$ cat src/vsio_defines.svh
// Overview of operation
// - trigger and teach inputs act only on edges, never on levels
// - rising polarity: event only on a low to high input transition
// - falling polarity: event only on a high to low input transition
// - polarity resets from sourcing strap: rising if sourcing, falling if sinking
// - each of three outputs selects its own source
// - trigger while inspection busy flags missed trigger
// - missed trigger stays set until statistics history reset
// - fatal error sets and holds system error
// - system error clears on history reset or clear fault command
// - output one resets to inspection pass, latched
// - pulse width defaults to fifty milliseconds
// - latched output holds until a later result changes it
// - all-of: every checked defined tool must meet criterion
// - any-of: at least one checked defined tool meets criterion
// - undefined tool positions are excluded from combination
// - fail hold display timer runs 0 to 3600 seconds after a failure
// - fail hold timer never blocks trigger processing
// - log holds ten records, newest overwriting oldest
// - logging mode: disabled, pass only, fail only, all
`ifndef VSIO_DEFINES_SVH
`define VSIO_DEFINES_SVH

// ------------------------------------------------------------
// register byte offsets
// ------------------------------------------------------------
`define VSIO_OFS_CTRL      12'h000
`define VSIO_OFS_OUTCFG0   12'h004
`define VSIO_OFS_OUTCFG1   12'h008
`define VSIO_OFS_OUTCFG2   12'h00c
`define VSIO_OFS_PULSE     12'h010
`define VSIO_OFS_HOLD      12'h014
`define VSIO_OFS_CMD       12'h018
`define VSIO_OFS_STATUS    12'h01c
`define VSIO_OFS_LOGPTR    12'h020
`define VSIO_OFS_LOGDATA   12'h040

// ------------------------------------------------------------
// field positions
// ------------------------------------------------------------
`define VSIO_CTRL_POL_BIT   0
`define VSIO_CTRL_LOG_LSB   1
`define VSIO_CMD_HIST_BIT   0
`define VSIO_CMD_CLRF_BIT   1

// ------------------------------------------------------------
// reset values and timing
// ------------------------------------------------------------
`define VSIO_PULSE_MS       50
`define VSIO_CLK_HZ         10000000
`define VSIO_PULSE_CYC      (`VSIO_PULSE_MS * (`VSIO_CLK_HZ / 1000))
`define VSIO_HOLD_MAX_S     3600
`define VSIO_SEC_CYC        `VSIO_CLK_HZ
`define VSIO_LOG_DEPTH      10

`endif

$ cat src/vsio_pkg.sv
package vsio_pkg;
  typedef enum logic [2:0] {
    VSIO_SRC_INSP_PASS, VSIO_SRC_INSP_FAIL, VSIO_SRC_TOOL_PASS, VSIO_SRC_TOOL_FAIL,
    VSIO_SRC_SORT1, VSIO_SRC_MISSED, VSIO_SRC_SYSERR
  } vsio_src_t;

  typedef struct packed {
    logic [7:0] tool_mask;
    logic       any_of;
    logic       pulsed;
    vsio_src_t  src;
  } vsio_outcfg_t;

  typedef struct packed {
    logic       pass;
    logic       sort1;
    logic [7:0] tool_pass;
    logic [7:0] tool_def;
  } vsio_result_t;
endpackage

$ cat src/vsio_log_mem.sv
`timescale 1ns/10ps
`default_nettype none
// ------------------------------------------------------------
// small log memory, registered read
// ------------------------------------------------------------
module vsio_log_mem #(
  parameter int DEPTH = 10,
  parameter int WIDTH = 18,
  parameter int AW    = 4
) (
  // clock
  input  wire logic             pclk,
  // write side
  input  wire logic             wr_en,
  input  wire logic [AW-1:0]    wr_addr,
  input  wire logic [WIDTH-1:0] wr_data,
  // read side
  input  wire logic [AW-1:0]    rd_addr,
  output logic      [WIDTH-1:0] rd_data
);
  logic [WIDTH-1:0] mem [DEPTH];

  // no reset on the array: contents only matter once written
  always_ff @(posedge pclk) begin
    if (wr_en) begin
      mem[wr_addr] <= wr_data;
    end
    rd_data <= (int'(rd_addr) < DEPTH) ? mem[rd_addr] : '0;
  end
endmodule
`default_nettype wire

$ cat src/vsio_top.sv
`timescale 1ns/10ps
`default_nettype none
`include "vsio_defines.svh"
module vsio_top #(
  parameter int PULSE_CYC = `VSIO_PULSE_CYC,
  parameter int SEC_CYC   = `VSIO_SEC_CYC,
  parameter int NTOOL     = 8
) (
  // clock and reset
  input  wire logic                  pclk,
  input  wire logic                  presetn,
  // apb slave
  input  wire logic                  psel,
  input  wire logic                  penable,
  input  wire logic                  pwrite,
  input  wire logic [11:0]           paddr,
  input  wire logic [31:0]           pwdata,
  output logic      [31:0]           prdata,
  output logic                       pready,
  output logic                       pslverr,
  // pins and strap
  input  wire logic                  trig_pin,
  input  wire logic                  teach_pin,
  input  wire logic                  sourcing_strap,
  // inspection engine
  input  wire logic                  insp_done,
  input  wire vsio_pkg::vsio_result_t insp_result,
  input  wire logic                  fatal_error,
  output logic                       trig_event,
  output logic                       teach_event,
  output logic                       insp_busy,
  // discrete outputs and display
  output logic      [2:0]            out_pin,
  output logic                       fail_hold
);
  import vsio_pkg::*;

  localparam logic [31:0] HOLD_MAX = 32'(`VSIO_HOLD_MAX_S);

  // ------------------------------------------------------------
  // pin synchronisers and edge detect
  // ------------------------------------------------------------
  logic [1:0] trg_s_r, trg_s_nxt, tch_s_r, tch_s_nxt, stp_s_r, stp_s_nxt, stp_cnt_r, stp_cnt_nxt;
  logic       trg_d_r, tch_d_r;
  logic       pol_r, pol_nxt;  // 1 = rising

  always_comb begin
    trg_s_nxt = {trg_s_r[0], trig_pin};
    tch_s_nxt = {tch_s_r[0], teach_pin};
    stp_s_nxt = {stp_s_r[0], sourcing_strap};
  end

  always_ff @(posedge pclk or negedge presetn) begin
    if (!presetn) begin
      trg_s_r <= 2'h0;
      tch_s_r <= 2'h0;
      stp_s_r <= 2'h0;
      trg_d_r <= 1'b0;
      tch_d_r <= 1'b0;
    end else begin
      trg_s_r <= trg_s_nxt;
      tch_s_r <= tch_s_nxt;
      stp_s_r <= stp_s_nxt;
      trg_d_r <= trg_s_r[1];
      tch_d_r <= tch_s_r[1];
    end
  end

  // only transitions count; a held level never repeats an event
  always_comb begin
    if (pol_r) begin
      trig_event  = trg_s_r[1] & ~trg_d_r;
      teach_event = tch_s_r[1] & ~tch_d_r;
    end else begin
      trig_event  = ~trg_s_r[1] & trg_d_r;
      teach_event = ~tch_s_r[1] & tch_d_r;
    end
  end

  // ------------------------------------------------------------
  // configuration registers
  // ------------------------------------------------------------
  vsio_outcfg_t cfg_r [3];
  vsio_outcfg_t cfg_nxt [3];
  logic [1:0]  logmode_r, logmode_nxt;
  logic [31:0] pulse_r, pulse_nxt, hold_r, hold_nxt;
  logic        wr_acc, hist_clr, fault_clr;

  assign wr_acc    = psel & penable & pwrite;
  assign hist_clr  = wr_acc && paddr == `VSIO_OFS_CMD && pwdata[`VSIO_CMD_HIST_BIT];
  assign fault_clr = wr_acc && paddr == `VSIO_OFS_CMD && pwdata[`VSIO_CMD_CLRF_BIT];

  // config writes; strap picks polarity on the third edge after release
  always_comb begin
    pol_nxt     = pol_r;
    logmode_nxt = logmode_r;
    pulse_nxt   = pulse_r;
    hold_nxt    = hold_r;
    for (int i = 0; i < 3; i++) begin
      cfg_nxt[i] = cfg_r[i];
    end
    // wait for the strap synchroniser to fill before its value is trusted
    stp_cnt_nxt = (stp_cnt_r == 2'h3) ? 2'h3 : stp_cnt_r + 2'h1;
    if (stp_cnt_r == 2'h2) begin
      pol_nxt = stp_s_r[1];
    end
    if (wr_acc) begin
      case (paddr)
        `VSIO_OFS_CTRL: begin
          pol_nxt     = pwdata[`VSIO_CTRL_POL_BIT];
          logmode_nxt = pwdata[`VSIO_CTRL_LOG_LSB +: 2];
        end
        `VSIO_OFS_OUTCFG0: cfg_nxt[0] = vsio_outcfg_t'(pwdata[12:0]);
        `VSIO_OFS_OUTCFG1: cfg_nxt[1] = vsio_outcfg_t'(pwdata[12:0]);
        `VSIO_OFS_OUTCFG2: cfg_nxt[2] = vsio_outcfg_t'(pwdata[12:0]);
        `VSIO_OFS_PULSE:   pulse_nxt  = (pwdata == 32'h0) ? 32'h1 : pwdata;
        `VSIO_OFS_HOLD:    hold_nxt   = (pwdata > HOLD_MAX) ? HOLD_MAX : pwdata;
        default: ;
      endcase
    end
  end

  always_ff @(posedge pclk or negedge presetn) begin
    if (!presetn) begin
      stp_cnt_r    <= 2'h0;
      pol_r        <= 1'b1;
      logmode_r    <= 2'h0;
      pulse_r      <= 32'(PULSE_CYC);
      hold_r       <= 32'h0;
      for (int i = 0; i < 3; i++) begin
        cfg_r[i] <= '{tool_mask: 8'h00, any_of: 1'b0, pulsed: 1'b0, src: VSIO_SRC_INSP_PASS};
      end
    end else begin
      stp_cnt_r    <= stp_cnt_nxt;
      pol_r        <= pol_nxt;
      logmode_r    <= logmode_nxt;
      pulse_r      <= pulse_nxt;
      hold_r       <= hold_nxt;
      for (int i = 0; i < 3; i++) begin
        cfg_r[i] <= cfg_nxt[i];
      end
    end
  end

  // ------------------------------------------------------------
  // busy, missed trigger, system error
  // ------------------------------------------------------------
  logic busy_r, busy_nxt, missed_r, missed_nxt, syserr_r, syserr_nxt;

  // set wins over a clear in the same cycle
  always_comb begin
    busy_nxt = busy_r;
    if (insp_done) busy_nxt = 1'b0;
    if (trig_event && !busy_r) busy_nxt = 1'b1;
    missed_nxt = hist_clr ? 1'b0 : missed_r;
    if (trig_event && busy_r) missed_nxt = 1'b1;
    syserr_nxt = (hist_clr || fault_clr) ? 1'b0 : syserr_r;
    if (fatal_error) syserr_nxt = 1'b1;
  end

  always_ff @(posedge pclk or negedge presetn) begin
    if (!presetn) begin
      busy_r   <= 1'b0;
      missed_r <= 1'b0;
      syserr_r <= 1'b0;
    end else begin
      busy_r   <= busy_nxt;
      missed_r <= missed_nxt;
      syserr_r <= syserr_nxt;
    end
  end
  assign insp_busy = busy_r;

  // ------------------------------------------------------------
  // per-output source, combination and pulse timing
  // ------------------------------------------------------------
  logic [2:0]  out_r;
  logic [31:0] pcnt_r [3];

  genvar g;
  generate
    for (g = 0; g < 3; g++) begin : g_out
      logic [NTOOL-1:0] use_m, met_m;
      logic             tool_ok, want, res_evt, o_nxt;
      logic [31:0]      c_nxt;
      logic             crit_fail;

      assign crit_fail = (cfg_r[g].src == VSIO_SRC_TOOL_FAIL);
      // undefined positions drop out of both all-of and any-of
      assign use_m = cfg_r[g].tool_mask & insp_result.tool_def;
      assign met_m = use_m & (crit_fail ? ~insp_result.tool_pass : insp_result.tool_pass);
      assign tool_ok = cfg_r[g].any_of ? (|met_m)
                                       : ((use_m != '0) && (met_m == use_m));

      always_comb begin
        case (cfg_r[g].src)
          VSIO_SRC_INSP_PASS: want = insp_result.pass;
          VSIO_SRC_INSP_FAIL: want = ~insp_result.pass;
          VSIO_SRC_TOOL_PASS: want = tool_ok;
          VSIO_SRC_TOOL_FAIL: want = tool_ok;
          VSIO_SRC_SORT1:     want = insp_result.sort1;
          default:            want = 1'b0;
        endcase
      end
      assign res_evt = insp_done;

      always_comb begin
        o_nxt = out_r[g];
        c_nxt = pcnt_r[g];
        if (cfg_r[g].src == VSIO_SRC_MISSED) begin
          o_nxt = missed_r;
        end else if (cfg_r[g].src == VSIO_SRC_SYSERR) begin
          o_nxt = syserr_r;
        end else if (!cfg_r[g].pulsed) begin
          if (res_evt) o_nxt = want;
        end else if (res_evt && want) begin
          o_nxt = 1'b1;
          c_nxt = pulse_r;
        end else if (c_nxt > 32'h1) begin
          c_nxt = c_nxt - 32'h1;
        end else begin
          o_nxt = 1'b0;
          c_nxt = 32'h0;
        end
      end

      always_ff @(posedge pclk or negedge presetn) begin
        if (!presetn) begin
          out_r[g]  <= 1'b0;
          pcnt_r[g] <= 32'h0;
        end else begin
          out_r[g]  <= o_nxt;
          pcnt_r[g] <= c_nxt;
        end
      end
    end
  endgenerate
  assign out_pin = out_r;

  // ------------------------------------------------------------
  // fail hold display timer, separate from trigger path
  // ------------------------------------------------------------
  logic [31:0] sec_r, sec_nxt, hsec_r, hsec_nxt;
  logic        fh_r, fh_nxt;

  always_comb begin
    sec_nxt  = sec_r;
    hsec_nxt = hsec_r;
    fh_nxt   = fh_r;
    if (insp_done && !insp_result.pass && hold_r != 32'h0) begin
      fh_nxt   = 1'b1;
      hsec_nxt = hold_r;
      sec_nxt  = 32'(SEC_CYC - 1);
    end else if (fh_r) begin
      if (sec_r != 32'h0) begin
        sec_nxt = sec_r - 32'h1;
      end else if (hsec_r > 32'h1) begin
        hsec_nxt = hsec_r - 32'h1;
        sec_nxt  = 32'(SEC_CYC - 1);
      end else begin
        fh_nxt = 1'b0;
      end
    end
  end

  // display only; busy and triggers never look at this
  always_ff @(posedge pclk or negedge presetn) begin
    if (!presetn) begin
      sec_r  <= 32'h0;
      hsec_r <= 32'h0;
      fh_r   <= 1'b0;
    end else begin
      sec_r  <= sec_nxt;
      hsec_r <= hsec_nxt;
      fh_r   <= fh_nxt;
    end
  end
  assign fail_hold = fh_r;

  // ------------------------------------------------------------
  // inspection log ring
  // ------------------------------------------------------------
  logic [3:0]  wp_r, wp_nxt, cnt_r, cnt_nxt, rsel_r, rsel_nxt;
  logic        log_we;
  logic [17:0] log_q;

  always_comb begin
    case (logmode_r)
      2'h1:    log_we = insp_done & insp_result.pass;
      2'h2:    log_we = insp_done & ~insp_result.pass;
      2'h3:    log_we = insp_done;
      default: log_we = 1'b0;
    endcase
    wp_nxt  = wp_r;
    cnt_nxt = cnt_r;
    if (log_we) begin
      wp_nxt = (wp_r == 4'(`VSIO_LOG_DEPTH - 1)) ? 4'h0 : wp_r + 4'h1;
      if (cnt_r != 4'(`VSIO_LOG_DEPTH)) cnt_nxt = cnt_r + 4'h1;
    end
    rsel_nxt = (wr_acc && paddr == `VSIO_OFS_LOGPTR) ? pwdata[3:0] : rsel_r;
  end

  always_ff @(posedge pclk or negedge presetn) begin
    if (!presetn) begin
      wp_r   <= 4'h0;
      cnt_r  <= 4'h0;
      rsel_r <= 4'h0;
    end else begin
      wp_r   <= wp_nxt;
      cnt_r  <= cnt_nxt;
      rsel_r <= rsel_nxt;
    end
  end

  vsio_log_mem #(.DEPTH(`VSIO_LOG_DEPTH), .WIDTH(18), .AW(4)) u_log (
    .pclk    (pclk),
    .wr_en   (log_we),
    .wr_addr (wp_r),
    .wr_data ({insp_result.pass, insp_result.sort1, insp_result.tool_pass, insp_result.tool_def}),
    .rd_addr (rsel_r),
    .rd_data (log_q)
  );

  // ------------------------------------------------------------
  // apb read mux, zero wait, slverr on unmapped
  // ------------------------------------------------------------
  logic [31:0] rd_nxt;
  logic        map_ok;

  always_comb begin
    map_ok = 1'b1;
    case (paddr)
      `VSIO_OFS_CTRL:    rd_nxt = {29'h0, logmode_r, pol_r};
      `VSIO_OFS_OUTCFG0: rd_nxt = {19'h0, cfg_r[0]};
      `VSIO_OFS_OUTCFG1: rd_nxt = {19'h0, cfg_r[1]};
      `VSIO_OFS_OUTCFG2: rd_nxt = {19'h0, cfg_r[2]};
      `VSIO_OFS_PULSE:   rd_nxt = pulse_r;
      `VSIO_OFS_HOLD:    rd_nxt = hold_r;
      `VSIO_OFS_CMD:     rd_nxt = 32'h0;
      `VSIO_OFS_STATUS:  rd_nxt = {25'h0, fh_r, out_r, syserr_r, missed_r, busy_r};
      `VSIO_OFS_LOGPTR:  rd_nxt = {20'h0, cnt_r, wp_r, rsel_r};
      `VSIO_OFS_LOGDATA: rd_nxt = {14'h0, log_q};
      default: begin
        rd_nxt = 32'h0;
        map_ok = 1'b0;
      end
    endcase
    prdata  = (psel && penable && !pwrite) ? rd_nxt : 32'h0;
    pready  = 1'b1;
    pslverr = psel & penable & ~map_ok;
  end
endmodule
`default_nettype wire

$ cat config.mk
export PLATFORM = sky130hd
export DESIGN_NAME = vsio_top
export DESIGN_NICKNAME = d
export VERILOG_FILES = /design/src/vsio_pkg.sv /design/src/vsio_log_mem.sv /design/src/vsio_top.sv
export VERILOG_INCLUDE_DIRS = /design/src
export SDC_FILE = /design/constraint.sdc
export NUM_CORES = 1
export LEC_CHECK = 0
export BUFFER_PORTS_ARGS = -buffer_cell sky130_fd_sc_hd__clkbuf_2
export CORE_ASPECT_RATIO = 1.1
export CORE_MARGIN = 10
export CORE_UTILIZATION = 40
export CTS_BUF_LIST = sky130_fd_sc_hd__clkbuf_16
export CTS_CLUSTER_DIAMETER = 80
export CTS_CLUSTER_SIZE = 14
export DETAILED_ROUTE_END_ITERATION = 10
export GPL_TIMING_DRIVEN = 0
export SYNTH_ARGS = -nofsm -noshare
export SYNTH_HDL_FRONTEND = slang
export SYNTH_SLANG_ARGS = --single-unit
$ cat constraint.sdc
create_clock -name pclk -period 5.6 [get_ports pclk]
set_input_delay 0.84 -clock pclk [delete_from_list [all_inputs] [get_ports pclk]]
set_output_delay 0.84 -clock pclk [all_outputs]
set_load 0.01 [all_outputs]
==> run metrics, run 1 <==
status completed; GPL Wtd Cong 0.949; Ports 113; post-route cell area roughly 28,000 sq um; # H-tree levels 2; Rows 95; Total Nets Final ~2,500; max-slew violations 0; Final period util 94.5%; Hold Fails Final Rpt 0; startpoint type of the worst setup path input port; drt wl/cell around 25 um; sw frac approximately a quarter; Port Buffer Count 107; Worst Reg-to-Reg Cells 9; syn_nets 2,332; final core utilization 45.8%; vias per inst 6.13; Psw 1950 uW; Initial Utilization just over 40%; Critical Path RT 4.76 ns; number of cells on the critical path 10; CTS Hold Bufs 0; final WL 83,500 um; DP HPWL 59,600 um; Period minus WS final 5.29 ns; setup bufs post-CTS 0; CTS root buffer clkbuf_16; internal power roughly 5500 uW; main flop type after synthesis dfrtp_1; RSZ-0062 raised after global routing no; Crit Reg-Reg Endpoint pcnt_r[95]$_DFFE_PN0P_; GRT overflow 0; Mapped Cells 2,245; clock transition at the registers of the reported paths ~0.070 ns; drt pass-1 iters 6; Mean Syn Cell Area roughly 11 sq um; CTS max path bufs 3; Seq cells post-synth 493; Crit Path Class input port to output port; reg2reg start pcnt_r[78]$_DFFE_PN0P_; Final ANT Viol Nets 0; Syn Std Cell Area ~25,000 sq um; share of layout cells above drive strength 1 15.2%; largest net degree at the start of global routing 112; CTS tree done; synth warn 0; Hold Crit Class input port to asynchronous set/reset pin; slowest stage cell on the critical path nor4_4; crit-path max cell delay between 0.6 and 0.7 ns; worst setup path endpoint prdata[8]; Max Cap Violations 0; DR vias 20,100; CP delay by family, top simple AND/OR/NAND/NOR gates; Die Wd 258 um; vias in the first global route just under 20,000; Setup TNS 0 ns; CTS Buf Count between 40 and 50; Critical Path Source paddr[1]; Post-synth EDFFs 180; crit path max fanout 10; PwrDens 267 nW/um^2; combinational share of power under 10%; Peak VDD IR roughly 0.25 mV; first-pass GRT wire length 126,000 um; antenna violations before repair 7; Sink Count 493; Synth-to-Final Area Change 12.7%; R2R Setup Slk 1.72 ns; Pleak 0.0104 uW; setup slack at placement -0.00111 ns; WHS roughly 0.3 ns; sequential area share after synthesis 52.8%; fmax 0.189 GHz; part of the power in registers 53.1%; CP arrival 4.45 ns; Die Ht 282 um; Synth async-reset ratio 59.8%; Cell variety after synth 86; placed inst area between 20,000 and 30,000 sq um; area of the core ~61,000 sq um; Final WS setup 0.311 ns; die area about 73,000 sq um; Buf+Inv Stages, Crit Path 4; Relative slew margins 28.0%; Tot GR Track Use 22.5%; worst-margin pin slew 1.08 ns; crit end category output port; DR iter-0 viols 1,969; clock share of power 38.6%; worst path cell trace clkbuf_2 -> nor2_1 -> nand2_1 -> nor4_4 -> a211oi_1 -> or3_1 -> clkbuf_1 -> clkbuf_1 -> a31oi_1 -> clkbuf_2; Post-route DRC 0; Clk Latency, worst-skew pair ~0.6 ns; Final Skew 0.0330 ns; final setup vio count 0
==> cell usage after synthesis (50+ instances only) <==
master	number	area (sq um)
a21oi_1	80	400
clkbuf_1	123	462
dfrtp_1	287	7180
edfxtp_1	180	5410
mux2_2	78	878
mux2i_1	50	500
nand2_1	171	642
nand3_1	58	290
nor2_1	168	631
nor3_1	86	430
nor4_1	62	388
o21ai_0	79	395
xnor2_1	88	771
==> metal layers <==
metal | GRT usage (%) | share of wire [%] | vias up
li1 | - | - | 8893
met1 | 30.1 | 42 | 10100
met2 | 35.5 | 45 | 884
met3 | 4.36 | 8.4 | 190
met4 | 8.81 | 3.9 | 8
met5 | 0 | 0.055 | -
==> cells by family after synthesis <==
group / share of synthesized area (%)
AOI/OAI and AO/OA: 14.4
xor gates and xnor gates: 3.80
adders and majority gates: 0.754
buffers and inverters: 3.10
DFF: 52.8
muxes: 8.79
other: 0.0151
and+or+nand+nor: 16.4
==> layout make-up <==
| type | instances | area (sq um) |
|---|---|---|
| Antenna cell | 2 | 5.00 |
| Sequential cell | 493 | 13200 |
| Clock inverter | 36 | 186 |
| Clock buffer | 45 | 1130 |
| Buffer | 156 | 652 |
| Timing Repair Buffer | 124 | 761 |
| Fill cell | 5785 | 33300 |
| Inverter | 32 | 120 |
| Multi-Input combinational cell | 1564 | 11000 |
| Tap cell | 824 | 1030 |
==> placed cells by master, fill, tap and decap left out, types with 61 or more instances in the layout <==
master / Yosys / final
dfrtp_1: 287 / 287
edfxtp_1: 180 / 180
nand2_1: 171 / 171
nor2_1: 168 / 166
clkbuf_1: 123 / 123
clkbuf_2: 0 / 106
xnor2_1: 88 / 88
nor3_1: 86 / 82
a21oi_1: 80 / 80
o21ai_0: 79 / 79
mux2_2: 78 / 78
nor4_1: 62 / 61
==> registers in the layout, indices dropped and copies added, names as in the netlist, 3 cells and up <==
signal         count
cfg_r             39
cnt_r              4
hold_r            32
hsec_r            32
out_pin            3
pcnt_r            96
pulse_r           32
rsel_r             4
sec_r             32
u_log.mem        180
u_log.rd_data     18
wp_r               4
==> power groups by stage <==
stage          sequential [uW]  combinational (uW)  clock [uW]
4_1_cts                   3970                 619        2940
2_1_floorplan             4010                 374           0
3_3_place_gp              4040                 596           0
5_1_grt                   3990                 688        3070
3_5_place_dp              4040                 616           0
6_report                  3980                 623        2890
==> worst min path at each step <==
| stage | startpoint | to | slack (ns) | depth (start not counted) |
|---|---|---|---|---|
| after global routing | sourcing_strap | stp_s_r[0]$_DFF_PN0_ | 0.34 | 1 |
| after floorplan | stp_s_r[0]$_DFF_PN0_ | stp_s_r[1]$_DFF_PN0_ | 0.33 | 0 |
| final | presetn | pcnt_r[0]$_DFFE_PN0P_ | 0.30 | 1 |
| after detailed placement | tch_s_r[0]$_DFF_PN0_ | tch_s_r[1]$_DFF_PN0_ | 0.33 | 0 |
| after CTS | presetn | pcnt_r[16]$_DFFE_PN0P_ | 0.32 | 1 |
| after global placement | tch_s_r[0]$_DFF_PN0_ | tch_s_r[1]$_DFF_PN0_ | 0.33 | 0 |
==> metrics by stage <==
stage	std cells	power [uW]
after floorplan	2245	4380
after global placement	3176	4640
after detailed placement	3193	4660
after CTS	3274	7540
after global routing	3274	7750
final	3276	7490
==> repair_timing <==
action | CTS | global route
endpoints found under the setup margin | 1 | 1
pin swaps | 0 | 1
endpoints found under the hold margin | 0 | 0
resized for setup | 1 | 0
Note: power is estimated with default switching activity, not from simulation.
==> inputs of run 2 (changes only) <==
RECOVER_POWER = 50   (was not set)
SYNTH_HIERARCHICAL = 1   (was not set)
==> run 2 against run 1 <==
  * The run now ends with capacitance limit, slew limit left
  * Synthesized cell count grew 2.2%
  * Final cell count grew 1.4%
  * Global-route usage is 0.55 points lower
  * Register-to-register slack lost 0.12 ns
  * Clock skew up 0.0025 ns
  * Hold slack better by 0.059 ns
  * Sequential share of layout area up 0.36 points
  * Final area is 0.76% lower
  * Utilization shrank 0.26 points
  * First-iteration DRC count shrank 7.2%
==> run metrics, run 2 <==
most frequent cells in the layout 287 x dfrtp_1, 215 x nand2_1, 191 x nor2_1; Biggest register u_log/mem; Worst Reg-to-Reg Cells 12; WL met3 5310 um; Largest register FFs between 150 and 200; RSZ-0062 raised after global routing no; synth warn 6; Top Layer Used met5; Port Buffer Count 106; Final Skew 0.0354 ns; Post-route DRC 0; Relative slew margins -90.5%; setup slack at placement -0.131 ns; Die Wd approximately 260 um; Clk Latency, worst-skew pair 0.60 ns; share of layout cells above drive strength 1 16.8%; Pleak 0.0105 uW; area of the core roughly 61,000 sq um; crit end category output port; Rows 95; DR vias 19,500; Initial Utilization about two fifths; Peak VDD IR around 0.28 mV; main flop type after synthesis dfrtp_1; setup bufs post-CTS 0; vias in the first global route 19,300; Synth area leaders dfrtp_1 29%, edfxtp_1 22%, mux2_2 7.9%, nand2_1 3.3%, nor2_1 3.0%; Setup TNS 0 ns; Synth top cells by count 287 x dfrtp_1, 215 x nand2_1, 198 x nor2_1; Mapped Cells 2,295; Synth-to-Final Area Change 12.5%; xor/xnor share of the synthesized area 3.78%; Final period util between 90% and 100%; drt pass-1 iters 10; GPL Wtd Cong 0.951; Cell variety after synth 91; # H-tree levels 2; final setup vio count 0; GRT overflow 0; CTS Buf Count 42; post-synthesis simple-gate area fraction between 15 and 20%; post-synthesis adder-cell area fraction 0.758%; vias per inst 5.88; drt wl/cell 24.4 um; Hold Fails Final Rpt 0; most frequent cell after synthesis dfrtp_1; main combinational cell family by area after synthesis simple AND/OR/NAND/NOR gates; Period minus WS final ~5.4 ns; largest net degree at the start of global routing 104; die area 72,300 sq um; CP arrival 4.52 ns; clock transition at the registers of the reported paths 0.07 ns; Hold Crit Class register to register; failing checks capacitance limit, slew limit; Critical Path RT roughly 4.8 ns; Mean Syn Cell Area between 10 and 15 sq um; Tot GR Track Use 21.9%; syn_nets 2,382; first-pass GRT wire length 122,000 um; Sink Count 493; crit path max fanout 10; DP HPWL 59,600 um; area leader, netlist dfrtp_1; Max Cap Violations 2; fmax 0.187 GHz; startpoint type of the worst setup path input port; routed wl met2 37,800 um; CTS max path bufs 3; Total Nets Final 2,547; Compound-Gate Fraction of Synth Area 13.8%; Top Registers u_log/mem (180), pcnt_r (96), cfg_r (39); Final ANT Viol Nets 0; Hold Path Depth 0; CTS root buffer clkbuf_16; antenna violations before repair 4; mux share of post-synthesis cell area under 10%; Post-synth EDFFs 180; max-slew violations 123; Final WS setup ~0.24 ns; final WL 80,900 um; Seq cells post-synth 493; DR iter-0 viols 1,827; Metal-1 WL 34,600 um; commonest non-fill, non-tap cell in the layout dfrtp_1; Crit Path Class input port to output port; top cell type's share of synthesized area 29.0%; Ports roughly 110; Synth async-reset ratio about three fifths; sequential area share after synthesis 53.1%; PwrDens 289 nW/um^2; worst-margin pin slew roughly 2.9 ns; status complete, but fails checks; Syn Std Cell Area 24,800 sq um; CTS tree done; Die Ht ~280 um
## run 2: cell count changes after synthesis, moves of 17 or more
cell,previous run,this run
clkbuf_1,123,99
o21ai_0,79,124
a21oi_1,80,59
mux4_2,36,0
o22ai_1,26,56
a211oi_1,36,8
xnor2_1,88,68
mux2_2,78,174
nor2_1,168,198
nand2_1,171,215
o31ai_2,1,18
xor2_1,20,39
mux2i_1,50,13
## run 2: what timing repair did
| action | CTS | global route |
|---|---|---|
| setup endpoints to repair | 6 | 2 |
| resized for setup | 1 | 1 |
| hold buffers | 0 | 0 |
## run 2: layer usage
layer	vias up	global-route usage [%]
li1	8894	-
met5	-	0
met2	687	35.4
met1	9767	28.8
met4	4	8.71
met3	160	3.88
## run 2: area by class of cell
class / count / area [sq um]
timing repair buffer: 121 / 774
clock inverter: 33 / 160
buffer: 135 / 623
tap: 824 / 1030
sequential: 493 / 13200
fill: 5715 / 33400
inverter: 43 / 161
antenna: 3 / 7.51
multi-input combinational: 1624 / 10800
clock buffer: 45 / 1130
## run 2: logic make-up (layout without fill, tap and decap cells)
group                      after synthesis  in the layout
and+or+nand+nor                        828            828
DFF                                    493            493
AOI/OAI and AO/OA                      484            484
muxes                                  189            189
buffers and inverters                  178            377
xor gates and xnor gates               107            107
adders and majority gates               15             15
other                                    1              4
## run 2: critical path, stage by stage
cell	delay, ns
clkbuf_2	0.08
nor4_1	0.25
nand2_1	0.17
nor4_4	0.37
and3b_1	0.22
clkbuf_1	0.46
a211oi_1	0.10
or3_1	0.38
clkbuf_1	0.35
clkbuf_1	0.46
a21oi_1	0.59
clkbuf_2	0.24
## run 2: path summary, 6_finish.rpt
| path | start | end | slack [ns] |
|---|---|---|---|
| worst max-delay path | paddr[9] | prdata[4] | 0.24 |
| worst max register to register | cfg_r[26]$_DFFE_PN0P_ | pcnt_r[72]$_DFFE_PN0P_ | 1.60 |
| max in group asynchronous | presetn | pcnt_r[89]$_DFFE_PN0P_ | 1.15 |
| min in group asynchronous | presetn | wp_r[0]$_DFFE_PN0P_ | 1.18 |
| worst min-delay path | trg_s_r[0]$_DFF_PN0_ | trg_s_r[1]$_DFF_PN0_ | 0.36 |
| worst min register to register | trg_s_r[0]$_DFF_PN0_ | trg_s_r[1]$_DFF_PN0_ | 0.36 |
## run 2: power by group
group	internal [uW]	switching, uW	leakage [uW]
Combinational	368	542	0.00437
Sequential	4050	251	0.00540
Clock	1490	1360	0.000729
Total	5910	2150	0.0105
## run 2: through the flow
stage                     cells  area [sq um]  power [uW]  hold WS, ns  util (%)
final                      3321         27900        8060        0.362      45.5
after global routing       3319         27800        8400        0.345      45.5
after CTS                  3318         28000        8120        0.214      45.7
after detailed placement   3240         26700        5280        0.348      43.6
after global placement     3225         26300        5180        0.335      43.0
after floorplan            2295         24800        4840        0.331         -
